--- src/design/sopc_pkg.sv ---
package sopc_pkg;
    // control code nibble in the control byte (bits 7:4)
    localparam logic [3:0] CTRL_CODE     = 4'h6;
    // position of the output enable bit in the control byte
    localparam int         OE_BIT        = 3;
    localparam int         RW_BIT        = 0;
    localparam logic [7:0] ID_DEFAULT    = 8'h00;
    localparam logic [3:0] BIT_LAST      = 4'h7;
    localparam logic [3:0] BIT_ACK       = 4'h8;
    localparam logic [3:0] BIT_NONE      = 4'h0;
    localparam logic [1:0] SYNC_RESET    = 2'h3;

    typedef enum {
        SOPC_IDLE,
        SOPC_CTRL,
        SOPC_ID,
        SOPC_BODY,
        SOPC_IGNORE
    } sopc_phase_t;
endpackage : sopc_pkg

--- src/design/sopc_top.sv ---
`timescale 1ns/10ps
`default_nettype none
module sopc_top (
    // clock and reset
    input  wire logic       core_clk,
    input  wire logic       rst_n,
    // serial bus pins
    input  wire logic       scl_in,
    input  wire logic       sda_in,
    output var  logic       sda_out,
    output var  logic       sda_oe,
    // own device id
    input  wire logic [7:0] device_id,
    // select pin, open drain
    output var  logic       external_select_output_out,
    output var  logic       external_select_output_oe
);
    import sopc_pkg::*;

    typedef struct packed {
        sopc_phase_t phase;
        logic [3:0]  bitn;
        logic [7:0]  shift;
        logic        oe_cmd;
        logic        ack_drive;
        logic        pending;
        logic        armed_stop;
        logic        sel;
        logic        scl_d;
        logic        sda_d;
        logic        clk_seen;
    } sopc_state_t;

    sopc_state_t s_reg;
    sopc_state_t s_next;
    logic        scl_s;
    logic        sda_s;
    logic        scl_rise;
    logic        scl_fall;
    logic        start_c;
    logic        stop_c;

    sopc_sync u_scl (.core_clk(core_clk), .rst_n(rst_n), .async_in(scl_in), .sync_out(scl_s));
    sopc_sync u_sda (.core_clk(core_clk), .rst_n(rst_n), .async_in(sda_in), .sync_out(sda_s));

    assign scl_rise = scl_s && !s_reg.scl_d;
    assign scl_fall = !scl_s && s_reg.scl_d;
    assign start_c  = scl_s && s_reg.scl_d && s_reg.sda_d && !sda_s;
    assign stop_c   = scl_s && s_reg.scl_d && !s_reg.sda_d && sda_s;

    always_comb begin
        s_next       = s_reg;
        s_next.scl_d = scl_s;
        s_next.sda_d = sda_s;
        if (start_c) begin
            s_next.phase      = SOPC_CTRL;
            s_next.bitn       = BIT_NONE;
            s_next.ack_drive  = 1'b0;
            s_next.pending    = 1'b0;
            s_next.armed_stop = 1'b0;
            s_next.clk_seen   = 1'b0;
        end else if (stop_c) begin
            s_next.phase     = SOPC_IDLE;
            s_next.ack_drive = 1'b0;
            s_next.pending   = 1'b0;
        end else if (scl_rise) begin
            // the clock fall that closes a start is not a bit; count only after a rise
            s_next.clk_seen = 1'b1;
            // pin follows the latched bit on the rise before stop
            if (s_reg.armed_stop && s_reg.phase == SOPC_BODY) begin
                s_next.sel        = s_reg.oe_cmd;
                s_next.armed_stop = 1'b0;
            end
            // update on the rise after the id acknowledge
            if (s_reg.pending) begin
                s_next.sel     = s_reg.oe_cmd;
                s_next.pending = 1'b0;
            end
            if (s_reg.bitn <= BIT_LAST && s_reg.phase != SOPC_IDLE) begin
                s_next.shift = {s_reg.shift[6:0], sda_s};
            end
        end else if (scl_fall && s_reg.phase != SOPC_IDLE && s_reg.clk_seen) begin
            s_next.ack_drive = 1'b0;
            if (s_reg.bitn == BIT_LAST) begin
                s_next.bitn = BIT_ACK;
                unique case (s_reg.phase)
                    SOPC_CTRL: begin
                        // acknowledge our control code on the ninth pulse
                        if (s_reg.shift[7:4] == CTRL_CODE) begin
                            s_next.ack_drive = 1'b1;
                            // enable bit sampled fresh for this command
                            s_next.oe_cmd    = s_reg.shift[OE_BIT];
                        end else begin
                            s_next.phase = SOPC_IDLE;
                        end
                    end
                    SOPC_ID: begin
                        // mismatch: no ack, no pin update
                        if (s_reg.shift == device_id) begin
                            s_next.ack_drive = 1'b1;
                        end else begin
                            s_next.phase = SOPC_IGNORE;
                        end
                    end
                    SOPC_BODY: begin
                        s_next.ack_drive = 1'b1;
                    end
                    SOPC_IGNORE: begin
                        s_next.ack_drive = 1'b0;
                    end
                    default: begin
                        s_next.phase = SOPC_IDLE;
                    end
                endcase
            end else if (s_reg.bitn == BIT_ACK) begin
                s_next.bitn = BIT_NONE;
                if (s_reg.phase == SOPC_CTRL) begin
                    s_next.phase = SOPC_ID;
                end else if (s_reg.phase == SOPC_ID) begin
                    s_next.phase      = SOPC_BODY;
                    // enable set: pull low on next rise
                    s_next.pending    = s_reg.oe_cmd;
                    // otherwise latch bit just before stop
                    s_next.armed_stop = !s_reg.oe_cmd;
                end
            end else begin
                s_next.bitn = s_reg.bitn + 4'h1;
            end
        end
    end

    always_ff @(posedge core_clk or negedge rst_n) begin
        if (!rst_n) begin
            s_reg            <= '0;
            s_reg.phase      <= SOPC_IDLE;
            s_reg.sel        <= 1'b0;
            s_reg.scl_d      <= 1'b1;
            s_reg.sda_d      <= 1'b1;
        end else begin
            s_reg <= s_next;
        end
    end

    // open drain: output value is always low
    assign external_select_output_out = 1'b0;
    assign external_select_output_oe  = s_reg.sel;
    assign sda_out                    = 1'b0;
    assign sda_oe                     = s_reg.ack_drive;

    AST_RESET_RELEASED: assert property (@(posedge core_clk)
        $rose(rst_n) |-> !external_select_output_oe)
        else $error("select output driven after reset");

    AST_NEVER_HIGH: assert property (@(posedge core_clk) disable iff (!rst_n)
        external_select_output_out == 1'b0)
        else $error("select output driven high");

    AST_LATCHED: assert property (@(posedge core_clk) disable iff (!rst_n)
        !scl_rise |=> $stable(external_select_output_oe))
        else $error("select changed without clock rise");

    AST_PULL_AFTER_ACK: assert property (@(posedge core_clk) disable iff (!rst_n)
        (scl_rise && s_reg.pending && !start_c && !stop_c) |=>
        external_select_output_oe)
        else $error("select not pulled after id acknowledge");

    AST_BEFORE_STOP: assert property (@(posedge core_clk) disable iff (!rst_n)
        (scl_rise && s_reg.armed_stop && s_reg.phase == SOPC_BODY && !start_c && !stop_c)
        |=> external_select_output_oe == $past(s_reg.oe_cmd))
        else $error("select not updated before stop");

    AST_MISMATCH_NOACK: assert property (@(posedge core_clk) disable iff (!rst_n)
        (s_reg.phase == SOPC_IGNORE) |-> !sda_oe)
        else $error("acknowledge on mismatched id");

    AST_MISMATCH_HOLD: assert property (@(posedge core_clk) disable iff (!rst_n)
        (s_reg.phase == SOPC_IGNORE) |=> $stable(external_select_output_oe))
        else $error("select changed on mismatched id");

    AST_CTRL_ACK: assert property (@(posedge core_clk) disable iff (!rst_n)
        (scl_fall && s_reg.phase == SOPC_CTRL && s_reg.bitn == BIT_LAST && !start_c
        && s_reg.shift[7:4] == CTRL_CODE) |=> sda_oe)
        else $error("control byte not acknowledged");

    AST_OE_SAMPLED: assert property (@(posedge core_clk) disable iff (!rst_n)
        (scl_fall && s_reg.phase == SOPC_CTRL && s_reg.bitn == BIT_LAST && !start_c
        && s_reg.shift[7:4] == CTRL_CODE) |=> s_reg.oe_cmd == $past(s_reg.shift[OE_BIT]))
        else $error("enable bit not captured");

    AST_EN_PULLS: assert property (@(posedge core_clk) disable iff (!rst_n)
        (scl_rise && (s_reg.pending || s_reg.armed_stop) && s_reg.phase == SOPC_BODY)
        |=> external_select_output_oe == $past(s_reg.oe_cmd))
        else $error("select does not follow enable bit");

    // ack only in the ack slot
    AST_ACK_SLOT: assert property (@(posedge core_clk) disable iff (!rst_n)
        sda_oe |-> s_reg.bitn == BIT_ACK)
        else $error("acknowledge outside the ack slot");

    // no ack for a foreign control code
    AST_IDLE_NOACK: assert property (@(posedge core_clk) disable iff (!rst_n)
        (s_reg.phase == SOPC_IDLE) |-> !sda_oe)
        else $error("acknowledge while idle");

    COV_PULL: cover property (@(posedge core_clk) $rose(external_select_output_oe));
    COV_RELEASE: cover property (@(posedge core_clk) $fell(external_select_output_oe));
    COV_IGNORE: cover property (@(posedge core_clk) s_reg.phase == SOPC_IGNORE);
    COV_ACK: cover property (@(posedge core_clk) $rose(sda_oe));
endmodule : sopc_top
`default_nettype wire

--- src/design/sopc_sync.sv ---
`timescale 1ns/10ps
`default_nettype none
// two flip-flop synchroniser for one pin level
module sopc_sync (
    // clock and reset
    input  wire logic core_clk,
    input  wire logic rst_n,
    // level in and out
    input  wire logic async_in,
    output var  logic sync_out
);
    import sopc_pkg::*;

    logic [1:0] stage_reg;

    always_ff @(posedge core_clk or negedge rst_n) begin
        if (!rst_n) begin
            stage_reg <= SYNC_RESET;
        end else begin
            stage_reg <= {stage_reg[0], async_in};
        end
    end

    assign sync_out = stage_reg[1];
endmodule : sopc_sync
`default_nettype wire

--- config.mk ---
export PLATFORM = sky130hd
export DESIGN_NAME = sopc_top
export DESIGN_NICKNAME = d
export VERILOG_FILES = /design/src/design/sopc_pkg.sv /design/src/design/sopc_top.sv /design/src/design/sopc_sync.sv
export SDC_FILE = /design/constraint.sdc
export NUM_CORES = 1
export LEC_CHECK = 0
export ABC_CLOCK_PERIOD_IN_PS = 1900
export BUFFER_PORTS_ARGS = -buffer_cell sky130_fd_sc_hd__buf_2
export CELL_PAD_IN_SITES_DETAIL_PLACEMENT = 2
export CELL_PAD_IN_SITES_GLOBAL_PLACEMENT = 2
export CORE_UTILIZATION = 39
export DETAILED_ROUTE_END_ITERATION = 8
export HOLD_SLACK_MARGIN = 0.1
export PLACE_DENSITY_LB_ADDON = 0.05
export RECOVER_POWER = 100
export REMOVE_ABC_BUFFERS = 1
export SYNTH_ARGS = -nofsm -noshare
export SYNTH_HDL_FRONTEND = slang
export SYNTH_HIERARCHICAL = 1
export SYNTH_SLANG_ARGS = --single-unit
--- constraint.sdc ---
create_clock -name core_clk -period 1.9 [get_ports core_clk]
set_clock_uncertainty 0.1 [all_clocks]
set_input_delay 0.285 -clock core_clk [delete_from_list [all_inputs] [get_ports core_clk]]
set_output_delay 0.285 -clock core_clk [all_outputs]
set_load 0.005 [all_outputs]
==> metrics.log <==
INFO  metric status = finished, final reports clean
INFO  metric signed_area_change_from_the_synthesized_netlist_to_the_final_layout = 14.8%
INFO  metric layout-drive-gt1-share = about 29%
INFO  metric dominantRegCellSynth = sky130_fd_sc_hd__dfrtp_1
INFO  metric final_core_utilization = 47.6%
INFO  metric initialDrtViolationCount = 84
INFO  metric share_of_flip_flops_with_an_asynchronous_set_or_reset_after_synthesis = 100%
INFO  metric synthDistinctLibCells = 53
INFO  metric grt_first_pass_wirelength = 6800 um
INFO  metric power.sequential.fraction = 51.7%
INFO  metric final-max-slew-violation-count = 0
INFO  metric core_region_area = 3740 um2
INFO  metric cts.htree.levels = 1
INFO  metric buffer_ports.inserted = 13
INFO  metric fillCellCount = 417
INFO  metric ys_seq_elements = 27
INFO  metric largest_register_ffs = 21
INFO  metric synthCells = between 100 and 150
INFO  metric crit_path_max_fanout = 6
INFO  metric highest_ir_drop_seen_on_vdd = between 0.4 and 0.5 mV
INFO  metric timing_worst_setup_path_type = reg2reg
INFO  metric grt.total_usage = 21.3%
INFO  metric comb_power_share = 28.3%
INFO  metric detail_route.wirelength = 3940 um
INFO  metric final.period_utilization = a little over nine tenths
INFO  metric clockPowerShare = 20.0%
INFO  metric cp_data_required_time = 1.97 ns
INFO  metric clock_root_buffer_master = sky130_fd_sc_hd__clkbuf_8
INFO  metric antenna_found_initial = 0
INFO  metric tritoncts.num_buffers = 3
INFO  metric final.hold.worst_slack = about 0.27 ns
INFO  metric clock_insertion_delay_worst_skew = 0.28 ns
INFO  metric timing.max_cap.violations = 0
INFO  metric drt_drc_violations_left = 0
INFO  metric clockBufferDepth = 2
INFO  metric maxSlewHeadroom = between 50% and 60%
INFO  metric setup.worst_path.start_class = register
INFO  metric clock_sink_count = 27
INFO  metric grt-ovfl-total = 0
INFO  metric syn-mean-instance-area = 11.6 um2
INFO  metric n_diodes = 0
INFO  metric netSwitchingFraction = 35.1%
INFO  metric yosysWarnings = 6
INFO  metric ys_seq_area_share = 44.0%
INFO  metric initial_drt_pass_iterations = 4
INFO  metric wl_per_cell = between 15 and 20 um
INFO  metric p_int = 0.00110 W
INFO  metric power_density = 950 nW/um2
INFO  metric p_leak = around 0.75 nW
INFO  metric fin_nets = roughly 180
INFO  metric synth-edff-count = 0
INFO  metric drt.antenna.violating_nets = 0
INFO  metric die_area = between 4000 and 5000 um2
INFO  metric cts.reportedPaths.clkPinSlew = ~0.10 ns
INFO  metric floorplan.initialDensity = 41.4%
INFO  metric power_switching = ~0.00059 W
INFO  metric gpl.final_weighted_congestion = 0.768
INFO  metric area_of_all_placed_cells_without_fillers = between 1500 and 2000 um2
INFO  metric min_period = 1.83 ns
INFO  metric die_h = 65.1 um
INFO  metric grt_start_max_net_pins = 28
INFO  metric critical_path.endpoint_type = register
INFO  metric detail_route.vias_per_cell = between 5 and 6
INFO  metric row_count = 22
INFO  metric maxClockFrequency = between 500 and 600 MHz
INFO  metric tritoncts_clock_tree = done
INFO  metric setup_repair_after_global_routing_missed_its_margin = false
INFO  metric syn_area = 1550 um2
INFO  metric detailed_place.area = 1710 um2
INFO  metric post_layout_worst_setup_margin = 0.0734 ns
INFO  metric first_global_vias = approximately 1300
INFO  metric timing_hold_violations_final = 0
INFO  metric timing.hold.worst.class = reg2reg
INFO  metric setup_viol = 0
INFO  metric max_slew.worst_pin.slew = 0.704 ns
INFO  metric detailedPlacementHpwl = 2830 um
INFO  metric timing.setup.tns = 0 ns
INFO  metric die_x = 65.1 um
INFO  metric floorplan.io_pins = 16
INFO  metric overall_via_count_from_detail_route = 1172
INFO  metric critPathArrivalTime = 1.90 ns
INFO  metric pre_cts_slack = just over 0.02 ns
power by group through the flow:
| stage | sequential (W) | combinational (W) | clock (W) |
|---|---|---|---|
| floorplan | 0.000840 | 0.000375 | 0 |
| global placement | 0.000862 | 0.000509 | 0 |
| detailed placement | 0.000877 | 0.000528 | 0 |
| CTS | 0.000870 | 0.000540 | 0.000356 |
| global route | 0.000898 | 0.000524 | 0.000371 |
| finish | 0.000875 | 0.000478 | 0.000339 |
metal layers:
| layer | vias to the layer above | track usage [%] | wire (um) |
|---|---|---|---|
| li1 | 545 | - | - |
| met1 | 596 | 27.7 | 1820 |
| met2 | 25 | 35.9 | 1970 |
| met3 | 6 | 2.82 | 94 |
| met4 | 0 | 7.88 | 53 |
| met5 | - | 0 | 0 |
placed cells by master, fill, tap and decap left out, types with 3 or more instances in the layout:
cell type,count
sky130_fd_sc_hd__xor2_1,9
sky130_fd_sc_hd__dfstp_2,5
sky130_fd_sc_hd__dlygate4sd3_1,3
sky130_fd_sc_hd__nor2_1,5
sky130_fd_sc_hd__buf_2,11
sky130_fd_sc_hd__nand2_1,8
sky130_fd_sc_hd__clkbuf_8,3
sky130_fd_sc_hd__dfrtp_1,20
sky130_fd_sc_hd__nand3b_1,3
sky130_fd_sc_hd__o21ai_0,4
sky130_fd_sc_hd__mux2_1,9
sky130_fd_sc_hd__clkbuf_1,3
sky130_fd_sc_hd__nand4_1,5
sky130_fd_sc_hd__inv_1,3
sky130_fd_sc_hd__buf_4,10
repair_timing:
| item | 4_1_cts | 5_1_grt |
|---|---|---|
| endpoints found under the hold margin | 23 | 0 |
| hold buffers | 3 | 0 |
| gates resized for setup | 1 | 7 |
| setup buffers | 2 | 0 |
| setup endpoints to repair | 1 | 4 |
metrics by stage:
step                      power (W)  instances
after global placement      0.00137        200
after CTS                   0.00177        209
after floorplan             0.00122        128
after global routing        0.00179        209
after detailed placement    0.00141        200
final                       0.00169        209
cells by family after synthesis:
group,Yosys count,synth area share [%]
simple gates,44,21.0
xor+xnor,9,5.08
flops,27,44.0
other cells,1,0.242
compound gates,27,12.8
fa+ha+maj,2,1.61
mux,12,10.5
buf+inv,12,4.68
worst max-delay path, cell delays in order, from the launching register on:
cell                       delay, ns
sky130_fd_sc_hd__dfrtp_1        0.45
sky130_fd_sc_hd__ha_4           0.20
sky130_fd_sc_hd__and4bb_1       0.21
sky130_fd_sc_hd__a22o_1         0.24
sky130_fd_sc_hd__a211o_1        0.30
sky130_fd_sc_hd__a31o_1         0.22
layout make-up:
| class | instances | area (um2) | area share [%] |
|---|---|---|---|
| Tap cell | 48 | 60.1 | 3.37 |
| Timing Repair Buffer | 29 | 181 | 10.2 |
| Multi-Input combinational cell | 96 | 787 | 44.2 |
| Clock buffer | 3 | 41.3 | 2.32 |
| Sequential cell | 27 | 684 | 38.4 |
| Inverter | 5 | 18.8 | 1.05 |
| Clock inverter | 1 | 7.51 | 0.422 |
synthesized netlist by cell type, types with 2 or more instances:
master,n,area share (%)
sky130_fd_sc_hd__dfrtp_1,21,34
sky130_fd_sc_hd__nor3b_1,2,0.97
sky130_fd_sc_hd__ha_1,2,1.6
sky130_fd_sc_hd__a211oi_1,2,0.97
sky130_fd_sc_hd__nand3b_1,3,1.5
sky130_fd_sc_hd__xor2_1,9,5.1
sky130_fd_sc_hd__nor4_4,2,2.7
sky130_fd_sc_hd__nand4_1,5,2.0
sky130_fd_sc_hd__mux2i_1,2,1.3
sky130_fd_sc_hd__inv_1,5,1.2
sky130_fd_sc_hd__nand4b_1,2,1.1
sky130_fd_sc_hd__mux2_4,8,7.7
sky130_fd_sc_hd__nor4_1,2,0.81
sky130_fd_sc_hd__dfstp_2,6,10
sky130_fd_sc_hd__a21oi_1,2,0.65
sky130_fd_sc_hd__nand3_1,2,0.65
sky130_fd_sc_hd__a221oi_1,2,1.1
sky130_fd_sc_hd__a22o_1,2,1.1
sky130_fd_sc_hd__nand2b_1,2,0.81
sky130_fd_sc_hd__buf_4,4,1.9
sky130_fd_sc_hd__nor2_1,5,1.2
sky130_fd_sc_hd__o31ai_1,2,0.97
sky130_fd_sc_hd__o21ai_0,5,1.6
sky130_fd_sc_hd__nand2_1,8,1.9
path summary, 6_finish.rpt:
kind	startpoint	end	slack, ns	cells after the start
setup / recovery	s_reg[17]$_DFFE_PN0P_	s_reg[20]$_DFFE_PN0P_	0.07	5
setup reg to reg	s_reg[17]$_DFFE_PN0P_	s_reg[20]$_DFFE_PN0P_	0.07	5
min in group asynchronous	rst_n	s_reg[22]$_DFFE_PN0P_	0.48	2
max in group asynchronous	rst_n	s_reg[16]$_DFFE_PN0P_	0.73	2
hold reg to reg	u_sda/stage_reg[0]$_DFF_PN1_	u_sda/stage_reg[1]$_DFF_PN1_	0.27	0
hold / removal	u_sda/stage_reg[0]$_DFF_PN1_	u_sda/stage_reg[1]$_DFF_PN1_	0.27	0
No activity file was read; power rests on OpenSTA's default activity.
